<file path="config.mk">
export PLATFORM = sky130hd
export DESIGN_NAME = startup_config_sequencer
export DESIGN_NICKNAME = d
export VERILOG_FILES = /design/src/startup_config_sequencer.v
export VERILOG_INCLUDE_DIRS = /design/src
export SDC_FILE = /design/constraint.sdc
export NUM_CORES = 1
export LEC_CHECK = 0
export BUFFER_PORTS_ARGS = -buffer_cell sky130_fd_sc_hd__buf_2
export CAP_MARGIN = 20
export CELL_PAD_IN_SITES_DETAIL_PLACEMENT = 0
export CELL_PAD_IN_SITES_GLOBAL_PLACEMENT = 1
export CORE_ASPECT_RATIO = 0.8
export CORE_UTILIZATION = 42
export CTS_CLUSTER_DIAMETER = 50
export DETAILED_ROUTE_END_ITERATION = 12
export PLACE_DENSITY = 0.85
export SLEW_MARGIN = 30
export SYNTH_ARGS = -nofsm -noshare
export SYNTH_HDL_FRONTEND = slang
export SYNTH_SLANG_ARGS = --single-unit
</file>
<file path="constraint.sdc">
create_clock -name clock -period 6.75 [get_ports clock]
set_input_delay 1.35 -clock clock [delete_from_list [all_inputs] [get_ports clock]]
set_output_delay 1.35 -clock clock [all_outputs]
set_load 0.005 [all_outputs]
</file>
<file path="src/startup_consts.vh">
// Constants for the start-up configuration sequencer.
// Operation
// - Two-resistor target in 10 mV units equals fine index plus 25 times coarse index.
// - Each select resistor decodes to ladder index 0 (10k) through 24 (100k).
// - Fine pin low with coarse resistor selects one of 31 fixed voltages 0.60-5.50 V.
// - Bus-written target accepted between 0.6 V and 5.0 V.
// - After reset spend the memory-check time, loading stored user values if present.
// - After memory check, if no stored values were loaded, sample every multi-mode pin and load its configuration.
// - Enable and bus traffic are ignored during memory check and pin sampling.
// - Ready only after loading; then bus commands and enable are honoured.
// - A restore command repeats the memory check as at power-up.
// - A configured delay below the mode minimum is replaced by the minimum.
// - A configured delay above the minimum is waited in full.
// - When the delay expires, start the ramp with the configured ramp time.
// - Enable held from power-up still waits for the loading period.
// - Minimum delay is 5, 10 or 15 ms by sharing, autocomp and low-power mode.
// - The delay starts timing when enable is asserted and ends on expiry.
// - Pins are sampled only at power-up or restore, never otherwise.
`ifndef STARTUP_CONSTS_VH
`define STARTUP_CONSTS_VH
`define CLK_HZ 10000000
`define MS_PER_S 1000
`define NVM_CHECK_MS 8
`define PIN_SAMPLE_CYCLES 24'h000004
`define MIN_DLY_5_MS 8'h05
`define MIN_DLY_10_MS 8'h0A
`define MIN_DLY_15_MS 8'h0F
`define COARSE_MULT 12'h019
`define MAX_LADDER_INDEX 5'h18
`define OUTPUT_VOLTAGE_TARGET_MIN_10MV 12'h03C
`define OUTPUT_VOLTAGE_TARGET_MAX_10MV 12'h1F4
`define OUTPUT_VOLTAGE_TARGET_DEFAULT_10MV 12'h064
`define DELAY_DEFAULT_MS 8'h05
`define RAMP_DEFAULT_MS 8'h05
`define STRAP_LOW 3'h0
`define STRAP_OPEN 3'h1
`define STRAP_HIGH 3'h2
`define STRAP_RES 3'h3
`define ADDR_OUTPUT_VOLTAGE_TARGET 4'h0
`define ADDR_DELAY 4'h1
`define ADDR_RAMP 4'h2
`define ADDR_MODE 4'h3
`define ADDR_CMD 4'h4
`define ADDR_STATUS 4'h5
`define MODE_SHARE_BIT 0
`define MODE_AUTOCOMP_BIT 1
`define MODE_LOWPWR_BIT 2
`define CMD_RESTORE_BIT 0
`endif

</file>
<file path="src/startup_config_sequencer.v">
// Start-up configuration sequencer: memory check, strap sampling, enable delay and ramp hand-off.
`timescale 1ns/1ps
`default_nettype none
`include "startup_consts.vh"
module startup_config_sequencer #(
  parameter NVM_CHECK_CYCLES = `NVM_CHECK_MS * (`CLK_HZ / `MS_PER_S),
  parameter CYCLES_PER_MS = `CLK_HZ / `MS_PER_S
)
(
  // Clock, reset and enable.
  input wire clock,
  input wire rst,
  input wire clk_en,
  // Non-volatile memory image presented to the loader.
  input wire nvm_valid,
  input wire [11:0] nvm_output_voltage_target,
  input wire [7:0] nvm_delay_ms,
  input wire [7:0] nvm_ramp_ms,
  input wire [2:0] nvm_mode,
  // Multi-mode strap pins, already classified by the analog front end.
  input wire [2:0] fine_select_pin,
  input wire [4:0] fine_res_index,
  input wire [2:0] coarse_select_pin,
  input wire [4:0] coarse_res_index,
  input wire [2:0] ss_pin,
  input wire [7:0] ss_delay_ms,
  input wire [7:0] ss_ramp_ms,
  // Enable input.
  input wire enable_in,
  // Register port.
  input wire [3:0] addr,
  input wire [15:0] wdata,
  input wire wr,
  input wire rd,
  output reg [15:0] rdata,
  // Status and hand-off.
  output reg ready,
  output reg ramp_start,
  output reg [7:0] ramp_time_ms,
  output reg [11:0] output_voltage_target
);
  // ==========================================================================
  // State encoding and helpers.
  localparam [4:0] S_NVM = 5'h01;
  localparam [4:0] S_PINS = 5'h02;
  localparam [4:0] S_READY = 5'h04;
  localparam [4:0] S_DELAY = 5'h08;
  localparam [4:0] S_RAMP = 5'h10;
  // Counts cut on purpose to the widths of the counters that meet them.
  localparam [23:0] NVM_CYC = NVM_CHECK_CYCLES[23:0];
  localparam [15:0] MS_CYC = CYCLES_PER_MS[15:0];

  // Nine-entry strap table in 10 mV units, rows coarse, columns fine.
  function [11:0] strap_output_voltage_target;
    input [2:0] c;
    input [2:0] f;
    reg [3:0] k;
    begin
      k = c[1:0] * 4'h3 + {2'h0, f[1:0]};
      case (k)
        4'h0: strap_output_voltage_target = 12'h03C;
        4'h1: strap_output_voltage_target = 12'h050;
        4'h2: strap_output_voltage_target = 12'h064;
        4'h3: strap_output_voltage_target = 12'h078;
        4'h4: strap_output_voltage_target = 12'h096;
        4'h5: strap_output_voltage_target = 12'h0B4;
        4'h6: strap_output_voltage_target = 12'h0FA;
        4'h7: strap_output_voltage_target = 12'h14A;
        default: strap_output_voltage_target = 12'h1F4;
      endcase
    end
  endfunction

  // Single-resistor table, 31 entries in 10 mV units.
  function [11:0] single_output_voltage_target;
    input [4:0] i;
    begin
      case (i)
        5'h00: single_output_voltage_target = 12'h03C;
        5'h01: single_output_voltage_target = 12'h041;
        5'h02: single_output_voltage_target = 12'h046;
        5'h03: single_output_voltage_target = 12'h04B;
        5'h04: single_output_voltage_target = 12'h050;
        5'h05: single_output_voltage_target = 12'h055;
        5'h06: single_output_voltage_target = 12'h05A;
        5'h07: single_output_voltage_target = 12'h05F;
        5'h08: single_output_voltage_target = 12'h064;
        5'h09: single_output_voltage_target = 12'h069;
        5'h0A: single_output_voltage_target = 12'h06E;
        5'h0B: single_output_voltage_target = 12'h073;
        5'h0C: single_output_voltage_target = 12'h078;
        5'h0D: single_output_voltage_target = 12'h07D;
        5'h0E: single_output_voltage_target = 12'h082;
        5'h0F: single_output_voltage_target = 12'h08C;
        5'h10: single_output_voltage_target = 12'h096;
        5'h11: single_output_voltage_target = 12'h0A0;
        5'h12: single_output_voltage_target = 12'h0AA;
        5'h13: single_output_voltage_target = 12'h0B4;
        5'h14: single_output_voltage_target = 12'h0BE;
        5'h15: single_output_voltage_target = 12'h0C8;
        5'h16: single_output_voltage_target = 12'h0D2;
        5'h17: single_output_voltage_target = 12'h0DC;
        5'h18: single_output_voltage_target = 12'h0E6;
        5'h19: single_output_voltage_target = 12'h0FA;
        5'h1A: single_output_voltage_target = 12'h12C;
        5'h1B: single_output_voltage_target = 12'h14A;
        5'h1C: single_output_voltage_target = 12'h190;
        5'h1D: single_output_voltage_target = 12'h1F4;
        default: single_output_voltage_target = 12'h226;
      endcase
    end
  endfunction

  // Clamp a ladder index to the 25-entry ladder.
  function [4:0] ladder;
    input [4:0] i;
    begin
      ladder = (i > `MAX_LADDER_INDEX) ? `MAX_LADDER_INDEX : i;
    end
  endfunction

  // Mode-dependent minimum turn-on delay in ms.
  function [7:0] min_delay;
    input [2:0] m;
    begin
      // Sharing together with autocomp or low power needs the longest wait.
      if (m[`MODE_SHARE_BIT] && (m[`MODE_AUTOCOMP_BIT] || m[`MODE_LOWPWR_BIT]))
        min_delay = `MIN_DLY_15_MS;
      else if (m[`MODE_LOWPWR_BIT])
        min_delay = `MIN_DLY_10_MS;
      else
        min_delay = `MIN_DLY_5_MS;
    end
  endfunction

  // ==========================================================================
  // Registers.
  reg [4:0] state_q;
  reg [23:0] cnt_q;
  reg [15:0] ms_cnt_q;
  reg [7:0] delay_ms_q;
  reg [2:0] mode_q;
  reg [7:0] target_ms_q;
  // Decoded values that the sequencer picks from.
  wire [11:0] two_res_output_voltage_target;
  wire [7:0] eff_delay;
  wire busy;

  // The ladder sum is the two-resistor target; index 0 means 0 mV offset.
  assign two_res_output_voltage_target = {7'h00, ladder(fine_res_index)} +
                        (`COARSE_MULT * {7'h00, ladder(coarse_res_index)});
  // Configured delays below the minimum are raised to it.
  assign eff_delay = (delay_ms_q < min_delay(mode_q)) ? min_delay(mode_q) : delay_ms_q;
  assign busy = (state_q == S_NVM) || (state_q == S_PINS);

  // ==========================================================================
  // Sequencer. Bus writes and enable are dropped while busy, so a host
  // cannot corrupt values that the loader is about to overwrite.
  always @(posedge clock)
  begin
    if (rst)
    begin
      // Defaults hold until the loader has run its course.
      state_q <= S_NVM;
      cnt_q <= 24'h000000;
      ms_cnt_q <= 16'h0000;
      delay_ms_q <= `DELAY_DEFAULT_MS;
      mode_q <= 3'h0;
      target_ms_q <= 8'h00;
      ready <= 1'b0;
      ramp_start <= 1'b0;
      ramp_time_ms <= `RAMP_DEFAULT_MS;
      output_voltage_target <= `OUTPUT_VOLTAGE_TARGET_DEFAULT_10MV;
    end
    else if (clk_en)
    begin
      ramp_start <= 1'b0;
      case (state_q)
        S_NVM:
        begin
          // Count out the memory check; enable and bus traffic have no effect here.
          ready <= 1'b0;
          if (cnt_q >= NVM_CYC - 24'h000001)
          begin
            cnt_q <= 24'h000000;
            state_q <= S_PINS;
            if (nvm_valid)
            begin
              output_voltage_target <= nvm_output_voltage_target;
              delay_ms_q <= nvm_delay_ms;
              ramp_time_ms <= nvm_ramp_ms;
              mode_q <= nvm_mode;
            end
          end
          else
            cnt_q <= cnt_q + 24'h000001;
        end
        S_PINS:
        begin
          // Pins are only looked at here, reached from reset or restore.
          if (cnt_q == `PIN_SAMPLE_CYCLES - 24'h000001)
          begin
            cnt_q <= 24'h000000;
            state_q <= S_READY;
            ready <= 1'b1;
            if (!nvm_valid)
            begin
              // Single-resistor mode needs the fine pin low; a resistor on either pin means the pair.
              if (fine_select_pin == `STRAP_LOW && coarse_select_pin == `STRAP_RES)
                output_voltage_target <= single_output_voltage_target(coarse_res_index);
              else if (fine_select_pin == `STRAP_RES || coarse_select_pin == `STRAP_RES)
                output_voltage_target <= two_res_output_voltage_target;
              else
                output_voltage_target <= strap_output_voltage_target(coarse_select_pin, fine_select_pin);
              // Strap classes give fixed delay and ramp pairs; a resistor gives its decoded pair.
              case (ss_pin)
                `STRAP_LOW:
                begin
                  delay_ms_q <= 8'h05;
                  ramp_time_ms <= 8'h02;
                end
                `STRAP_OPEN:
                begin
                  delay_ms_q <= 8'h05;
                  ramp_time_ms <= 8'h05;
                end
                `STRAP_HIGH:
                begin
                  delay_ms_q <= 8'h0A;
                  ramp_time_ms <= 8'h0A;
                end
                default:
                begin
                  delay_ms_q <= ss_delay_ms;
                  ramp_time_ms <= ss_ramp_ms;
                end
              endcase
            end
          end
          else
            cnt_q <= cnt_q + 24'h000001;
        end
        S_READY:
        begin
          // Enable is a level, so one held high since reset starts here.
          if (enable_in)
          begin
            state_q <= S_DELAY;
            target_ms_q <= eff_delay;
            ms_cnt_q <= 16'h0000;
            cnt_q <= 24'h000000;
          end
        end
        S_DELAY:
        begin
          // Dropping enable aborts the delay; the next enable starts the count afresh.
          if (!enable_in)
            state_q <= S_READY;
          else if (cnt_q[7:0] >= target_ms_q)
          begin
            state_q <= S_RAMP;
            ramp_start <= 1'b1;
          end
          // One step of cnt_q is one millisecond of the pre-ramp delay.
          else if (ms_cnt_q == MS_CYC - 16'h0001)
          begin
            ms_cnt_q <= 16'h0000;
            cnt_q <= cnt_q + 24'h000001;
          end
          else
            ms_cnt_q <= ms_cnt_q + 16'h0001;
        end
        S_RAMP:
        begin
          // The ramp is shaped elsewhere; this state only waits for enable to drop.
          if (!enable_in)
            state_q <= S_READY;
        end
        // An illegal state code restarts the load rather than hanging.
        default:
          state_q <= S_NVM;
      endcase

      // Register writes, honoured only when not loading.
      if (wr && !busy)
      begin
        case (addr)
          `ADDR_CMD:
          begin
            // Restore repeats the whole load, starting again from the memory check.
            if (wdata[`CMD_RESTORE_BIT])
            begin
              state_q <= S_NVM;
              cnt_q <= 24'h000000;
              ready <= 1'b0;
            end
          end
          `ADDR_OUTPUT_VOLTAGE_TARGET:
          begin
            // An out-of-range target is dropped whole and the old target stays.
            if (wdata[11:0] >= `OUTPUT_VOLTAGE_TARGET_MIN_10MV && wdata[11:0] <= `OUTPUT_VOLTAGE_TARGET_MAX_10MV)
              output_voltage_target <= wdata[11:0];
          end
          `ADDR_DELAY:
            delay_ms_q <= wdata[7:0];
          `ADDR_RAMP:
            ramp_time_ms <= wdata[7:0];
          `ADDR_MODE:
            mode_q <= wdata[2:0];
          default:
          begin
            // Status and unmapped offsets take no writes.
          end
        endcase
      end
    end
  end

  // ==========================================================================
  // Read port; reads while loading return zero because traffic is ignored.
  always @(posedge clock)
  begin
    if (rst)
      rdata <= 16'h0000;
    else if (clk_en)
    begin
      if (rd && !busy)
      begin
        case (addr)
          `ADDR_OUTPUT_VOLTAGE_TARGET: rdata <= {4'h0, output_voltage_target};
          `ADDR_DELAY: rdata <= {8'h00, delay_ms_q};
          `ADDR_RAMP: rdata <= {8'h00, ramp_time_ms};
          `ADDR_MODE: rdata <= {13'h0000, mode_q};
          // Status packs the one-hot state above the effective delay.
          `ADDR_STATUS: rdata <= {3'h0, state_q, eff_delay};
          default: rdata <= 16'h0000;
        endcase
      end
      else
        rdata <= 16'h0000;
    end
  end
endmodule
`default_nettype wire

</file>
==> flow_metrics.tcl <==
set metrics [dict create \
    run_status "finished, final reports clean" \
    finalNetCount 1201 \
    die_x_um 151 \
    slowest_stage "sky130_fd_sc_hd__fa_1" \
    power.leakage_nw 3.25 \
    numClockSinks 99 \
    min_delay_worst_endpoint "target_ms_q[2]$_SDFFE_PP0P_" \
    synth_edf_count 0 \
    criticalPathCategory "primary input to register" \
    path_max_fanout 29 \
    grt_use_met3_pct 4.81 \
    routing_layer_with_the_top_usage_in_global_route "met1" \
    grt_first_pass_wirelength_mm 37.0 \
    synthCells 966 \
    synthesis.yosys.warnings 0 \
    clk_lat_worst_skew_ns 0.35 \
    die_h_um 121 \
    cell_variety_after_synth 84 \
    worst_hold_path_type "register to register" \
    grt_max_degree 70 \
    area_growth_pct 12.9 \
    pwr_density_cell_mw_per_mm2 164 \
    fin_setup_tns_ns 0 \
    via_count_of_the_first_global_routing_pass 6874 \
    clock_path_buffers 2 \
    area_used_by_multi_input_combinational_logic_mm2 0.00511 \
    clk_root_buffer_cell "sky130_fd_sc_hd__clkbuf_16" \
    max_cap_viol_count 0 \
    antenna_found_initial 0 \
    avgRoutedWirePerCell_um 18.1 \
    reg2reg_setup_slack_ns 3.26 \
    placed_cells_incl_taps 1264 \
    min_period_ns 5.34 \
    gr-usage-met2_pct 37.8 \
    final.setup.worst_slack_ns 1.41 \
    cts_resized 0 \
    arrival_ns 5.61 \
    final_antenna_net_count 0 \
    insertedDiodeCount 0 \
    total_half_perimeter_wirelength_after_legalization_and_detailed_placement_mm 17.5 \
    setup_skew_after_layout_ns 0.00967 \
    per_cell_via_count_in_the_routed_design 5.99 \
    cp.required_ns 7.01 \
    floorplan.core_area_mm2 0.0174 \
    worst_setup_hold_path_clk_slew_ns 0.06 \
    synth_area_per_cell_um2 7.74 \
    setup.worst_path.start_class "primary input" \
    design.portCount 131 \
    synth.yosys.seq_area_share_pct 26.5 \
    io_buffer_count 123 \
    worstPathCellList "buf_2 > ha_1 > o21ai_0 > and2_1 > fa_1 > ha_1 > fa_1 > ha_1 > a21o_1 > a21oi_1 > o21ai_0 > xnor2_1 > a2111oi_0 > a211oi_1 > o31ai_1" \
    post-route-util_pct 48.6 \
    critical_path.reg2reg.endpoint "delay_ms_q[2]$_SDFFE_PP1P_" \
    ctsHoldBuffers 0 \
    via_total_after_detailed_routing 7667 \
    total_cts_buffers 9 \
    crit_path_frequent_cell "sky130_fd_sc_hd__ha_1" \
    gp_congestion 0.863 \
    filler_cell_count 1783 \
    drt-total-wl_mm 23.2 \
    timing.fmax_mhz 187 \
    clock_tree.htree_level_count 3 \
    detailedRoute.firstPassIterationCount 5 \
    fp-row-count 43 \
    grt_remaining_overflow 0 \
    crit_path_max_incr_delay_ns 0.48 \
    fin_crit_sh_pct 79.2 \
    finalHoldViolCount 0 \
    tightestPinTransition_ns 0.985 \
    syn-cell-area_mm2 0.00748 \
    min_from "target_ms_q[2]$_SDFFE_PP0P_" \
    crit-reg2reg-launch "cnt_q[1]$_SDFFE_PP0P_" \
    pre_cts_ws_ns 1.05 \
    synth_async_sr_flop_share_pct 0 \
    min_delay_path_depth 2 \
    dominantRegCellSynth "sky130_fd_sc_hd__dfxtp_1" \
    setup_viol 0 \
    worst_ir_drop_vdd_v 0.000101 \
    r2r_cells 7 \
    setup_repair_after_global_routing_missed_its_margin "no" \
    initial_utilization_pct 43.0 \
    ys_seq_elements 99 \
    layout-drive-gt1-share_pct 15.7 \
    cts_tree "yes" \
    drcViolationCount 0 \
    cts_setup_buffers 0 \
    initialDrtViolationCount 614 \
    register_area_mm2 0.00198 \
    fin_cells 1279 \
    gr-usage-all-layers_pct 26.0 \
    timing.final.max_slew_violations 0 \
    dieArea_mm2 0.0183 \
    grtUsageMet1_pct 39.4 \
    slew-limit-headroom_pct 34.2 \
    end_kind "register" \
]
-- state kept, by name, summed over array words and instances, names as in the netlist --
register	count
ramp_time_ms	8
state_q	5
cnt_q	24
ramp_start	1
ready	1
rdata	13
output_voltage_target	12
delay_ms_q	8
mode_q	3
target_ms_q	8
ms_cnt_q	16
-- cells by family (layout without fill, tap and decap cells) --
logic type	after synthesis	count (layout)	synth area share (%)
simple gates	362	362	24.7
compound gates	322	322	28.5
flops	99	99	26.5
buf+inv	87	173	5.27
fa+ha+maj	58	58	10.3
xor+xnor	26	26	3.05
mux	11	11	1.69
other cells	1	3	0.0502
-- per-layer routing --
layer	part of all wire [%]	up-vias
met1	50	3630
li1	-	3762
met5	0	-
met3	6.4	22
met2	43	253
met4	1.1	0
-- cell usage after synthesis (8+ instances only) --
| master | n | share of area [%] |
|---|---|---|
| sky130_fd_sc_hd__or3_1 | 15 | 1.3 |
| sky130_fd_sc_hd__and3_1 | 20 | 1.7 |
| sky130_fd_sc_hd__xnor2_1 | 9 | 1.1 |
| sky130_fd_sc_hd__xor2_1 | 17 | 2.0 |
| sky130_fd_sc_hd__nand3_1 | 26 | 1.7 |
| sky130_fd_sc_hd__and2_1 | 9 | 0.75 |
| sky130_fd_sc_hd__o211ai_1 | 13 | 1.3 |
| sky130_fd_sc_hd__a221oi_1 | 13 | 1.5 |
| sky130_fd_sc_hd__dfxtp_1 | 99 | 27 |
| sky130_fd_sc_hd__a22oi_1 | 23 | 2.3 |
| sky130_fd_sc_hd__o22ai_1 | 10 | 0.84 |
| sky130_fd_sc_hd__a211oi_1 | 21 | 2.1 |
| sky130_fd_sc_hd__clkbuf_1 | 34 | 1.7 |
| sky130_fd_sc_hd__a21oi_1 | 80 | 5.4 |
| sky130_fd_sc_hd__nor2_1 | 113 | 5.7 |
| sky130_fd_sc_hd__ha_1 | 52 | 8.7 |
| sky130_fd_sc_hd__nor3_1 | 17 | 1.1 |
| sky130_fd_sc_hd__o21ai_0 | 81 | 5.4 |
| sky130_fd_sc_hd__inv_1 | 29 | 1.5 |
| sky130_fd_sc_hd__nand2b_1 | 13 | 1.1 |
| sky130_fd_sc_hd__nor2b_1 | 8 | 0.67 |
| sky130_fd_sc_hd__buf_2 | 10 | 0.67 |
| sky130_fd_sc_hd__nand2_1 | 81 | 4.1 |
| sky130_fd_sc_hd__and4_1 | 8 | 0.94 |
| sky130_fd_sc_hd__nand4_1 | 16 | 1.3 |
-- cells in the final DEF (no fill, tap or decap), types with 4 or more instances in the layout --
master and instances:
sky130_fd_sc_hd__a211o_1 5, sky130_fd_sc_hd__a211oi_1 21, sky130_fd_sc_hd__a21o_1 5, sky130_fd_sc_hd__a21oi_1 79, sky130_fd_sc_hd__a221oi_1 13, sky130_fd_sc_hd__a22o_1 4, sky130_fd_sc_hd__a22oi_1 23, sky130_fd_sc_hd__a2bb2oi_1 5
sky130_fd_sc_hd__a31oi_1 6, sky130_fd_sc_hd__and2_1 9, sky130_fd_sc_hd__and3_1 20, sky130_fd_sc_hd__and4_1 8, sky130_fd_sc_hd__buf_2 123, sky130_fd_sc_hd__buf_4 4, sky130_fd_sc_hd__clkbuf_16 9, sky130_fd_sc_hd__dfxtp_1 99
sky130_fd_sc_hd__fa_1 6, sky130_fd_sc_hd__ha_1 52, sky130_fd_sc_hd__inv_1 29, sky130_fd_sc_hd__mux2i_1 7, sky130_fd_sc_hd__nand2_1 81, sky130_fd_sc_hd__nand2b_1 13, sky130_fd_sc_hd__nand3_1 26, sky130_fd_sc_hd__nand3b_1 6
sky130_fd_sc_hd__nand4_1 16, sky130_fd_sc_hd__nor2_1 113, sky130_fd_sc_hd__nor2b_1 8, sky130_fd_sc_hd__nor3_1 17, sky130_fd_sc_hd__nor4_1 7, sky130_fd_sc_hd__o211ai_1 13, sky130_fd_sc_hd__o21a_1 5, sky130_fd_sc_hd__o21ai_0 81
sky130_fd_sc_hd__o22ai_1 10, sky130_fd_sc_hd__o31ai_1 7, sky130_fd_sc_hd__or2_2 4, sky130_fd_sc_hd__or3_1 15, sky130_fd_sc_hd__xnor2_1 9, sky130_fd_sc_hd__xor2_1 17
-- stage by stage --
step / total power, W / instance area (µm²) / hold slack, ns
finish: 0.00138 / 8440 / 0.455
global route: 0.00145 / 8440 / 0.494
detailed placement: 0.000859 / 8140 / 0.447
CTS: 0.00139 / 8440 / 0.456
global placement: 0.000858 / 8130 / 0.446
floorplan: 0.000777 / 7480 / 0.436
-- worst max-delay path: cells and delay by family --
kind / cells / cell delay, ns
buf+inv: 1 / 0.37
xor+xnor: 1 / 0.16
simple gates: 1 / 0.23
compound gates: 7 / 1.49
fa+ha+maj: 5 / 1.99
-- worst max-delay path by stage --
stage	start	to	slack, ns
after global routing	coarse_res_index[4]	output_voltage_target[8]$_SDFFE_PP0P_	1.04
final	coarse_res_index[4]	output_voltage_target[8]$_SDFFE_PP0P_	1.41
after floorplan	coarse_res_index[3]	output_voltage_target[8]$_SDFFE_PP0P_	1.58
after global placement	coarse_res_index[4]	output_voltage_target[8]$_SDFFE_PP0P_	1.12
after detailed placement	coarse_res_index[4]	output_voltage_target[8]$_SDFFE_PP0P_	1.05
after CTS	coarse_res_index[4]	output_voltage_target[8]$_SDFFE_PP0P_	1.38
-- where the power goes --
group          internal (W)  switching (W)
combinational      0.000101       0.000152
sequential         0.000587     0.00000825
clock              0.000307       0.000228
-- layout make-up --
cell class	count	share of cell area [%]
Clock buffer	12	3.04
Clock inverter	3	0.549
Inverter	31	1.38
Multi-Input combinational cell	782	60.6
Sequential cell	99	23.5
Tap cell	225	3.34
Timing Repair Buffer	127	7.65
Power figures use the tool's default switching activity.
